<file path="src/pkg/bstreg_defines.vh">
`ifndef BSTREG_DEFINES_VH
`define BSTREG_DEFINES_VH
`define BSTREG_I2C_VOUT_ADDR 8'h88
`define BSTREG_I2C_CTRL_ADDR 8'h89
`define BSTREG_UC_VOUT_ADDR 16'hA088
`define BSTREG_UC_CTRL_ADDR 16'hA089
`define BSTREG_VOUT_RST 8'h13
`define BSTREG_CTRL_RST 8'h0E
`define BSTREG_EN_BIT 7
`define BSTREG_CODE_MSB 4
`define BSTREG_CLK_BIT 1
`define BSTREG_ILIM_MSB 3
`define BSTREG_ILIM_LSB 2
`define BSTREG_PG_BIT 5
`define BSTREG_CTRL_WMASK 8'hDF
`define BSTREG_RD_NONE 8'h00
`define BSTREG_SS_TIME_US 500
`define BSTREG_CLK_MHZ 20
`define BSTREG_SS_WIDTH 14
`define BSTREG_BASE_MV 4050
`define BSTREG_STEP_MV 50
`endif

</file>
<file path="src/rtl/bstreg_regs.v">
`timescale 1ns/1ps
`include "bstreg_defines.vh"
module bstreg_regs (
  input wire clk,
  input wire rst,
  input wire ce,
  input wire i2c_wr,
  input wire [7:0] i2c_addr,
  input wire [7:0] i2c_wdata,
  output reg [7:0] i2c_rdata_ff,
  input wire uc_wr,
  input wire [15:0] uc_addr,
  input wire [7:0] uc_wdata,
  output reg [7:0] uc_rdata_ff,
  input wire global_enable,
  input wire power_good_in,
  output reg regulator_on_ff,
  output reg [4:0] output_voltage_code_ff,
  output reg [12:0] target_mv_ff,
  output reg clock_1mhz_sel_ff,
  output reg [1:0] peak_current_limit_select_ff,
  output reg soft_start_ff
);
  localparam SSW = `BSTREG_SS_WIDTH;
  localparam integer SS_CYCLES_INT = `BSTREG_SS_TIME_US * `BSTREG_CLK_MHZ;
  localparam [SSW-1:0] SS_CYCLES = SS_CYCLES_INT[SSW-1:0];
  localparam [SSW-1:0] SS_ZERO = {SSW{1'b0}};
  localparam [SSW-1:0] SS_ONE = {{(SSW-1){1'b0}}, 1'b1};
  localparam [7:0] VOUT_RST = `BSTREG_VOUT_RST;
  localparam [7:0] CTRL_RST = `BSTREG_CTRL_RST;
  localparam [7:0] RD_NONE = `BSTREG_RD_NONE;
  localparam [7:0] CTRL_WMASK = `BSTREG_CTRL_WMASK;
  localparam SEL_VOUT = 0;
  localparam SEL_CTRL = 1;

  reg [7:0] vout_reg_ff;
  reg [7:0] ctrl_reg_ff;
  reg ge_s1_ff;
  reg ge_s2_ff;
  reg pg_s1_ff;
  reg pg_s2_ff;
  reg [SSW-1:0] ss_cnt_ff;
  reg [7:0] nxt_vout;
  reg [7:0] nxt_ctrl;
  reg [SSW-1:0] nxt_ss_cnt;
  reg nxt_soft_start;
  wire [1:0] i2c_sel;
  wire [1:0] uc_sel;
  wire i2c_vout_hit;
  wire i2c_ctrl_hit;
  wire uc_vout_hit;
  wire uc_ctrl_hit;
  wire [7:0] ctrl_view;
  wire run;
  wire turn_on;

  function [12:0] code_to_mv;
    input [4:0] code;
    reg [31:0] mv_wide;
    begin
      mv_wide = `BSTREG_BASE_MV + code * `BSTREG_STEP_MV;
      code_to_mv = mv_wide[12:0];
    end
  endfunction

  // One-hot select, shared by the write strobes and the read mux
  function [1:0] i2c_decode;
    input [7:0] addr;
    begin
      i2c_decode = 2'h0;
      if (addr == `BSTREG_I2C_VOUT_ADDR)
      begin
        i2c_decode[SEL_VOUT] = 1'b1;
      end
      if (addr == `BSTREG_I2C_CTRL_ADDR)
      begin
        i2c_decode[SEL_CTRL] = 1'b1;
      end
    end
  endfunction

  function [1:0] uc_decode;
    input [15:0] addr;
    begin
      uc_decode = 2'h0;
      if (addr == `BSTREG_UC_VOUT_ADDR)
      begin
        uc_decode[SEL_VOUT] = 1'b1;
      end
      if (addr == `BSTREG_UC_CTRL_ADDR)
      begin
        uc_decode[SEL_CTRL] = 1'b1;
      end
    end
  endfunction

  function [7:0] read_mux;
    input [1:0] sel;
    input [7:0] vout;
    input [7:0] ctrl;
    begin
      read_mux = RD_NONE;
      if (sel[SEL_VOUT])
      begin
        read_mux = vout;
      end
      if (sel[SEL_CTRL])
      begin
        read_mux = ctrl;
      end
    end
  endfunction

  function [7:0] with_pg;
    input [7:0] ctrl;
    input pg;
    begin
      with_pg = ctrl;
      with_pg[`BSTREG_PG_BIT] = pg;
    end
  endfunction

  assign i2c_sel = i2c_decode(i2c_addr);
  assign uc_sel = uc_decode(uc_addr);
  assign i2c_vout_hit = i2c_wr && i2c_sel[SEL_VOUT];
  assign i2c_ctrl_hit = i2c_wr && i2c_sel[SEL_CTRL];
  assign uc_vout_hit = uc_wr && uc_sel[SEL_VOUT];
  assign uc_ctrl_hit = uc_wr && uc_sel[SEL_CTRL];
  // Power good bit shows live status, never the stored bit
  assign ctrl_view = with_pg(ctrl_reg_ff, pg_s2_ff);
  assign run = ge_s2_ff && vout_reg_ff[`BSTREG_EN_BIT];
  assign turn_on = run && !regulator_on_ff;

  // Same-cycle writes from both masters: local controller wins
  always @*
  begin
    nxt_vout = vout_reg_ff;
    nxt_ctrl = ctrl_reg_ff;
    if (i2c_vout_hit)
    begin
      nxt_vout = i2c_wdata;
    end
    if (uc_vout_hit)
    begin
      nxt_vout = uc_wdata;
    end
    if (i2c_ctrl_hit)
    begin
      nxt_ctrl = i2c_wdata & CTRL_WMASK;
    end
    if (uc_ctrl_hit)
    begin
      nxt_ctrl = uc_wdata & CTRL_WMASK;
    end
  end

  // Restart soft start whenever the regulator turns on
  always @*
  begin
    nxt_ss_cnt = ss_cnt_ff;
    nxt_soft_start = soft_start_ff;
    if (turn_on)
    begin
      nxt_ss_cnt = SS_CYCLES;
      nxt_soft_start = 1'b1;
    end
    else if (!run)
    begin
      nxt_ss_cnt = SS_ZERO;
      nxt_soft_start = 1'b0;
    end
    else if (ss_cnt_ff != SS_ZERO)
    begin
      nxt_ss_cnt = ss_cnt_ff - SS_ONE;
      nxt_soft_start = (ss_cnt_ff != SS_ONE);
    end
  end

  // Enable and status levels come from other domains
  always @(posedge clk)
  begin
    if (rst)
    begin
      ge_s1_ff <= 1'b0;
      ge_s2_ff <= 1'b0;
    end
    else if (ce)
    begin
      ge_s1_ff <= global_enable;
      ge_s2_ff <= ge_s1_ff;
    end
  end

  always @(posedge clk)
  begin
    if (rst)
    begin
      pg_s1_ff <= 1'b0;
      pg_s2_ff <= 1'b0;
    end
    else if (ce)
    begin
      pg_s1_ff <= power_good_in;
      pg_s2_ff <= pg_s1_ff;
    end
  end

  // Only power-on reset reloads defaults; enables never touch them
  always @(posedge clk)
  begin
    if (rst)
    begin
      vout_reg_ff <= VOUT_RST;
    end
    else if (ce)
    begin
      vout_reg_ff <= nxt_vout;
    end
  end

  always @(posedge clk)
  begin
    if (rst)
    begin
      ctrl_reg_ff <= CTRL_RST;
    end
    else if (ce)
    begin
      ctrl_reg_ff <= nxt_ctrl;
    end
  end

  always @(posedge clk)
  begin
    if (rst)
    begin
      output_voltage_code_ff <= VOUT_RST[`BSTREG_CODE_MSB:0];
      target_mv_ff <= code_to_mv(VOUT_RST[`BSTREG_CODE_MSB:0]);
    end
    else if (ce)
    begin
      output_voltage_code_ff <= vout_reg_ff[`BSTREG_CODE_MSB:0];
      target_mv_ff <= code_to_mv(vout_reg_ff[`BSTREG_CODE_MSB:0]);
    end
  end

  always @(posedge clk)
  begin
    if (rst)
    begin
      clock_1mhz_sel_ff <= CTRL_RST[`BSTREG_CLK_BIT];
      peak_current_limit_select_ff <= CTRL_RST[`BSTREG_ILIM_MSB:`BSTREG_ILIM_LSB];
    end
    else if (ce)
    begin
      clock_1mhz_sel_ff <= ctrl_reg_ff[`BSTREG_CLK_BIT];
      peak_current_limit_select_ff <= ctrl_reg_ff[`BSTREG_ILIM_MSB:`BSTREG_ILIM_LSB];
    end
  end

  always @(posedge clk)
  begin
    if (rst)
    begin
      regulator_on_ff <= 1'b0;
    end
    else if (ce)
    begin
      regulator_on_ff <= run;
    end
  end

  always @(posedge clk)
  begin
    if (rst)
    begin
      ss_cnt_ff <= SS_ZERO;
      soft_start_ff <= 1'b0;
    end
    else if (ce)
    begin
      ss_cnt_ff <= nxt_ss_cnt;
      soft_start_ff <= nxt_soft_start;
    end
  end

  always @(posedge clk)
  begin
    if (rst)
    begin
      i2c_rdata_ff <= RD_NONE;
    end
    else if (ce)
    begin
      i2c_rdata_ff <= read_mux(i2c_sel, vout_reg_ff, ctrl_view);
    end
  end

  always @(posedge clk)
  begin
    if (rst)
    begin
      uc_rdata_ff <= RD_NONE;
    end
    else if (ce)
    begin
      uc_rdata_ff <= read_mux(uc_sel, vout_reg_ff, ctrl_view);
    end
  end
endmodule

</file>
<file path="config.mk">
export PLATFORM = sky130hd
export DESIGN_NAME = bstreg_regs
export DESIGN_NICKNAME = d
export VERILOG_FILES = /design/src/rtl/bstreg_regs.v
export VERILOG_INCLUDE_DIRS = /design/src /design/src/pkg
export SDC_FILE = /design/constraint.sdc
export NUM_CORES = 1
export LEC_CHECK = 0
export BUFFER_PORTS_ARGS = -buffer_cell sky130_fd_sc_hd__buf_2
export CAP_MARGIN = 10
export CORE_ASPECT_RATIO = 0.8
export CORE_MARGIN = 2
export CORE_UTILIZATION = 46
export DETAILED_ROUTE_END_ITERATION = 8
export GPL_TIMING_DRIVEN = 0
export PLACE_DENSITY_LB_ADDON = 0.05
export SLEW_MARGIN = 25
export SYNTH_ARGS = -nofsm -noshare
export SYNTH_HDL_FRONTEND = slang
export SYNTH_SLANG_ARGS = --single-unit
</file>
<file path="constraint.sdc">
create_clock -name clk -period 3.7 [get_ports clk]
set_input_delay 0.185 -clock clk [delete_from_list [all_inputs] [get_ports clk]]
set_output_delay 0.185 -clock clk [all_outputs]
set_load 0.01 [all_outputs]
</file>
# ---- Yosys cells after proc, flatten, opt, wreduce, memory -nomap -nowiden
# Cells that the tools add are included.
dict set report classes {
  multipliers 1
  mux 18
  addsub 2
  reduce_logical 13
  eq_ne 6
}
# operator count
set op_table {}
lappend op_table {{$mux W8} 8}
lappend op_table {{$mux W14} 3}
lappend op_table {{$eq A16 B16 Y1 const B} 2}
lappend op_table {{$eq A8 B8 Y1 const B} 2}
lappend op_table {{$ne A14 B1 Y1 const B} 1}
lappend op_table {{$reduce_bool A14 Y1} 1}
lappend op_table {{$sub A14 B1 Y14 const B} 1}
lappend op_table {{$add A12 B11 Y13 const A} 1}
lappend op_table {{$mul A5 B5 Y10 const B} 1}
lappend op_table {{$mux W1} 7}
lappend op_table {{$logic_and A1 B1 Y1} 6}
lappend op_table {{$reduce_and A2 Y1} 3}
lappend op_table {{$reduce_bool A2 Y1} 2}
lappend op_table {{$ne A3 B1 Y1 const B} 1}
lappend op_table {{$logic_not A1 Y1} 1}
dict set report word_totals {
  out_inout_bits 39
  input_bits 47
  reg_bits 73
}

# ---- Longest topological paths before layout
dict set report depth {
  ltp_word 5
  depth_mapped 12
}

# ---- Worst setup path after synthesis
# Ideal clock, no wire load.
dict set report synth_timing {
  path_type {register to register}
  start {register vout_reg_ff[3]}
  end {register target_mv_ff[11]}
  stages_incl_launch_ff 13
  period_less_slack_ps 2840
  setup_time_ps 65
  n_path_buf 1
  path_slack_ps 860
  t_arrival_ps 2775
  path_cell_list {dfxtp_1 inv_1 ha_1 inv_1 ha_1 ha_1 ha_1 clkbuf_1 and3b_1 o221ai_1 o21ai_0 o32a_1 nor2_1}
}
dict set report synth_via {
  elab_chain_cells 2
}
# item line
set synth_rtl {}
lappend synth_rtl {{start: declaration} bstreg_regs.v:36} ;# reg [7:0] vout_reg_ff;
lappend synth_rtl {{start signal: assignment} bstreg_regs.v:217} ;# vout_reg_ff <= nxt_vout;
lappend synth_rtl {{$mul A5 B5 Y10 (no line)} --}
lappend synth_rtl {{$add A12 B11 Y13 (no line)} --}
lappend synth_rtl {{end signal: assignment} bstreg_regs.v:238} ;# target_mv_ff <= code_to_mv(VOUT_RST[`BSTREG_CODE_MSB:0]);
lappend synth_rtl {{end signal: assignment} bstreg_regs.v:243} ;# target_mv_ff <= code_to_mv(vout_reg_ff[`BSTREG_CODE_MSB:0]);
lappend synth_rtl {{end: declaration} bstreg_regs.v:19} ;# output reg [12:0] target_mv_ff,
# Every way passes these cells.
# A chain may end at the register's enable or synchronous reset.

# ---- Worst setup path after layout
dict set report layout_timing {
  start {register vout_reg_ff[3]}
  end {register target_mv_ff[12]}
}
# The elaborated chain is that of the path after synthesis.

==> reports/qor.yml <==
outcome: "finished clean"
synth-async-reset-ratio_pct: 0
fmax_ghz: 0.303
drive_above_1_share_pct: 23.1
ys_warn_count: 0
clock_skew_ns: 0.00819
finalPower_uw: 1570
clock_latency_ns: 0.36
grt-ovfl-total: 0
grtUsageTotal_pct: 22.9
rows: 30
wl_per_cell_um: 15.6
drt-vias-per-instance: 5.48
synth_area_um2: 3940
utilization_pct: 55.8
crit_required_ns: 3.92
synth.ff_latch_count: 71
vias: 3680
postSynthCellCount: 461
antenna_found_initial: 0
place_congestion: 0.832
relSlewSlack_pct: 48.4
cts_buffers: 9
synth_area_leaders: "dfxtp_1 36%, mux2i_1 6.1%, ha_1 6.0%"
cap_violations: 0
crit_type: "reg -> reg"
netlist.area_leader.share_pct: 36.1
synth_edf_count: 0
worst_pin_slew_ns: 0.774
cp-end-kind: "flop"
finalCritPeriodShare_pct: 89.1
postCtsResizedCells: 0
nFillCells: 830
syn2layout_area_growth_pct: 19.1
die_area_um2: 9330
die_h_um: 86.8
cts.sinks: 71
yosys.area.top_type: "dfxtp_1"
dr.pass1.iters: 5
hold_path.class: "in -> reg"
setup_tns_ns: 0
grt_pass1_vias: 3398
clock-root-buffer: "clkbuf_8"
start_kind: "flop"
diodes: 0
cts_tree: "built"
die_w_um: 107
power-per-cell-area_nw_per_um2: 335
core_area_um2: 8410
synth_nets: 528
final_antenna_net_count: 0
clk_path_buf_depth: 2
port_buffers: 82
rsz0062_at_grt: "no"
finish.instance_area_um2: 4690
routed_wirelength_um: 10500
post-cts-setup-buffer-count: 0
drcViolationCount: 0
dpl_cell_area_um2: 4490
worst_ep_arrival_time_ns: 3.52
synth_cell_type_count: 59
cp_max_fo: 9
report.final.hold_viol_count: 0
synth_area_per_cell_um2: 8.55
htreeDepth: 3
drt_iter0_markers: 165
synth_top_flop_cell: "dfxtp_1"
layout.nets: 621
cts_hold_buf: 0
report.final.slew_viol_count: 0
grt_max_degree: 15
dp_hpwl_um: 7780
whs_ns: 0.0640
min_period_ns: 3.30
start_util_pct: 46.9
io_pins: 86
ys_seq_area_share_pct: 36.1
grt_pass1_wl_um: 16900
setup_viol: 0
vdd_drop_max_v: 0.000156
clk_pin_slew_ns: 0.08
cellLeakagePower_uw: 0.00198
==> stage by stage <==
stage / setup WS [ns] / instances
floorplan: 0.860 / 461
global placement: 0.547 / 655
detailed placement: 0.465 / 655
CTS: 0.407 / 671
global route: 0.177 / 671
finish: 0.403 / 671
==> cells in the mapped netlist, types with 7 or more instances <==
library cell	instances
a21oi_1	26
a22o_1	8
a311oi_1	7
clkbuf_1	22
dfxtp_1	71
ha_1	19
inv_1	14
mux2_2	7
mux2i_1	24
nand2_1	39
nand2b_1	8
nand3_1	14
nor2_1	59
nor2b_1	8
nor3_1	8
nor4_1	7
o21ai_0	26
xnor2_1	7
==> final timing paths <==
path | startpoint | end | slack (ns) | depth (start not counted)
worst min-delay path | global_enable | ge_s1_ff | 0.06 | 3
worst min register to register | soft_start_ff | soft_start_ff | 0.47 | 2
worst max-delay path | vout_reg_ff[3] | target_mv_ff[12] | 0.40 | 12
worst max register to register | vout_reg_ff[3] | target_mv_ff[12] | 0.40 | 12
==> per-layer routing <==
layer	vias to the layer above	part of all wire [%]	GRT usage [%]	wire (um)
li1	1837	-	-	-
met3	7	5.8	5.79	602
met1	1733	49	32.6	5130
met2	103	44	35.5	4650
met5	-	0	0	0
met4	0	0.79	4.08	83
==> placed cells by master (no fill, tap or decap), types with 5 or more instances in the layout <==
master	count
inv_1	14
a22o_1	8
xnor2_1	7
o21ai_0	26
nor4_1	7
mux2_2	7
clkbuf_8	9
ha_1	19
nand2_1	39
nor2_1	59
or3_1	5
nor3_1	8
nand3_1	14
nand2b_1	8
a311oi_1	7
a21oi_1	26
mux2i_1	24
xor2_1	5
nor2b_1	8
dfxtp_1	71
a31oi_1	5
buf_2	83
clkbuf_1	22
or4b_2	5
==> critical path: stages (launching register included) <==
cell	delay (ns)
dfxtp_1	0.50
inv_1	0.11
ha_1	0.29
inv_1	0.04
ha_1	0.28
ha_1	0.30
ha_1	0.28
clkbuf_1	0.29
nand2_1	0.12
o221ai_1	0.33
o21ai_0	0.22
o32ai_1	0.32
nand2_1	0.08
==> report_power, final <==
part | internal, uW | switching (uW)
combinational | 59.6 | 83.5
clock | 318 | 330
sequential | 772 | 9.75
total | 1150 | 423
==> kinds of logic after synthesis <==
logic type                 Yosys count  share of synthesized area (%)
other                                1                         0.0951
buffers and inverters               43                           4.60
adders and majority gates           20                           6.54
DFF                                 71                           36.1
and+or+nand+nor                    181                           24.1
xor gates and xnor gates            12                           2.67
muxes                               31                           8.10
AOI/OAI and AO/OA                  102                           17.8
==> sequential cells by signal, indices dropped and copies added, names as in the netlist <==
name / cells
clock_1mhz_sel_ff: 1
ctrl_reg_ff: 7
ge_s1_ff: 1
ge_s2_ff: 1
i2c_rdata_ff: 8
output_voltage_code_ff: 5
peak_current_limit_select_ff: 2
pg_s1_ff: 1
pg_s2_ff: 1
regulator_on_ff: 1
soft_start_ff: 1
ss_cnt_ff: 14
target_mv_ff: 12
uc_rdata_ff: 8
vout_reg_ff: 8
==> area by class of cell <==
cell class	count	area [um2]	share of cell area (%)
buffer	29	129	2.75
clock buffer	9	124	2.64
clock inverter	7	78.8	1.68
inverter	14	52.6	1.12
multi-input combinational	347	2340	49.8
sequential	71	1420	30.3
tap	112	140	2.99
timing repair buffer	82	410	8.74
No activity file was read; power rests on OpenSTA's default activity.
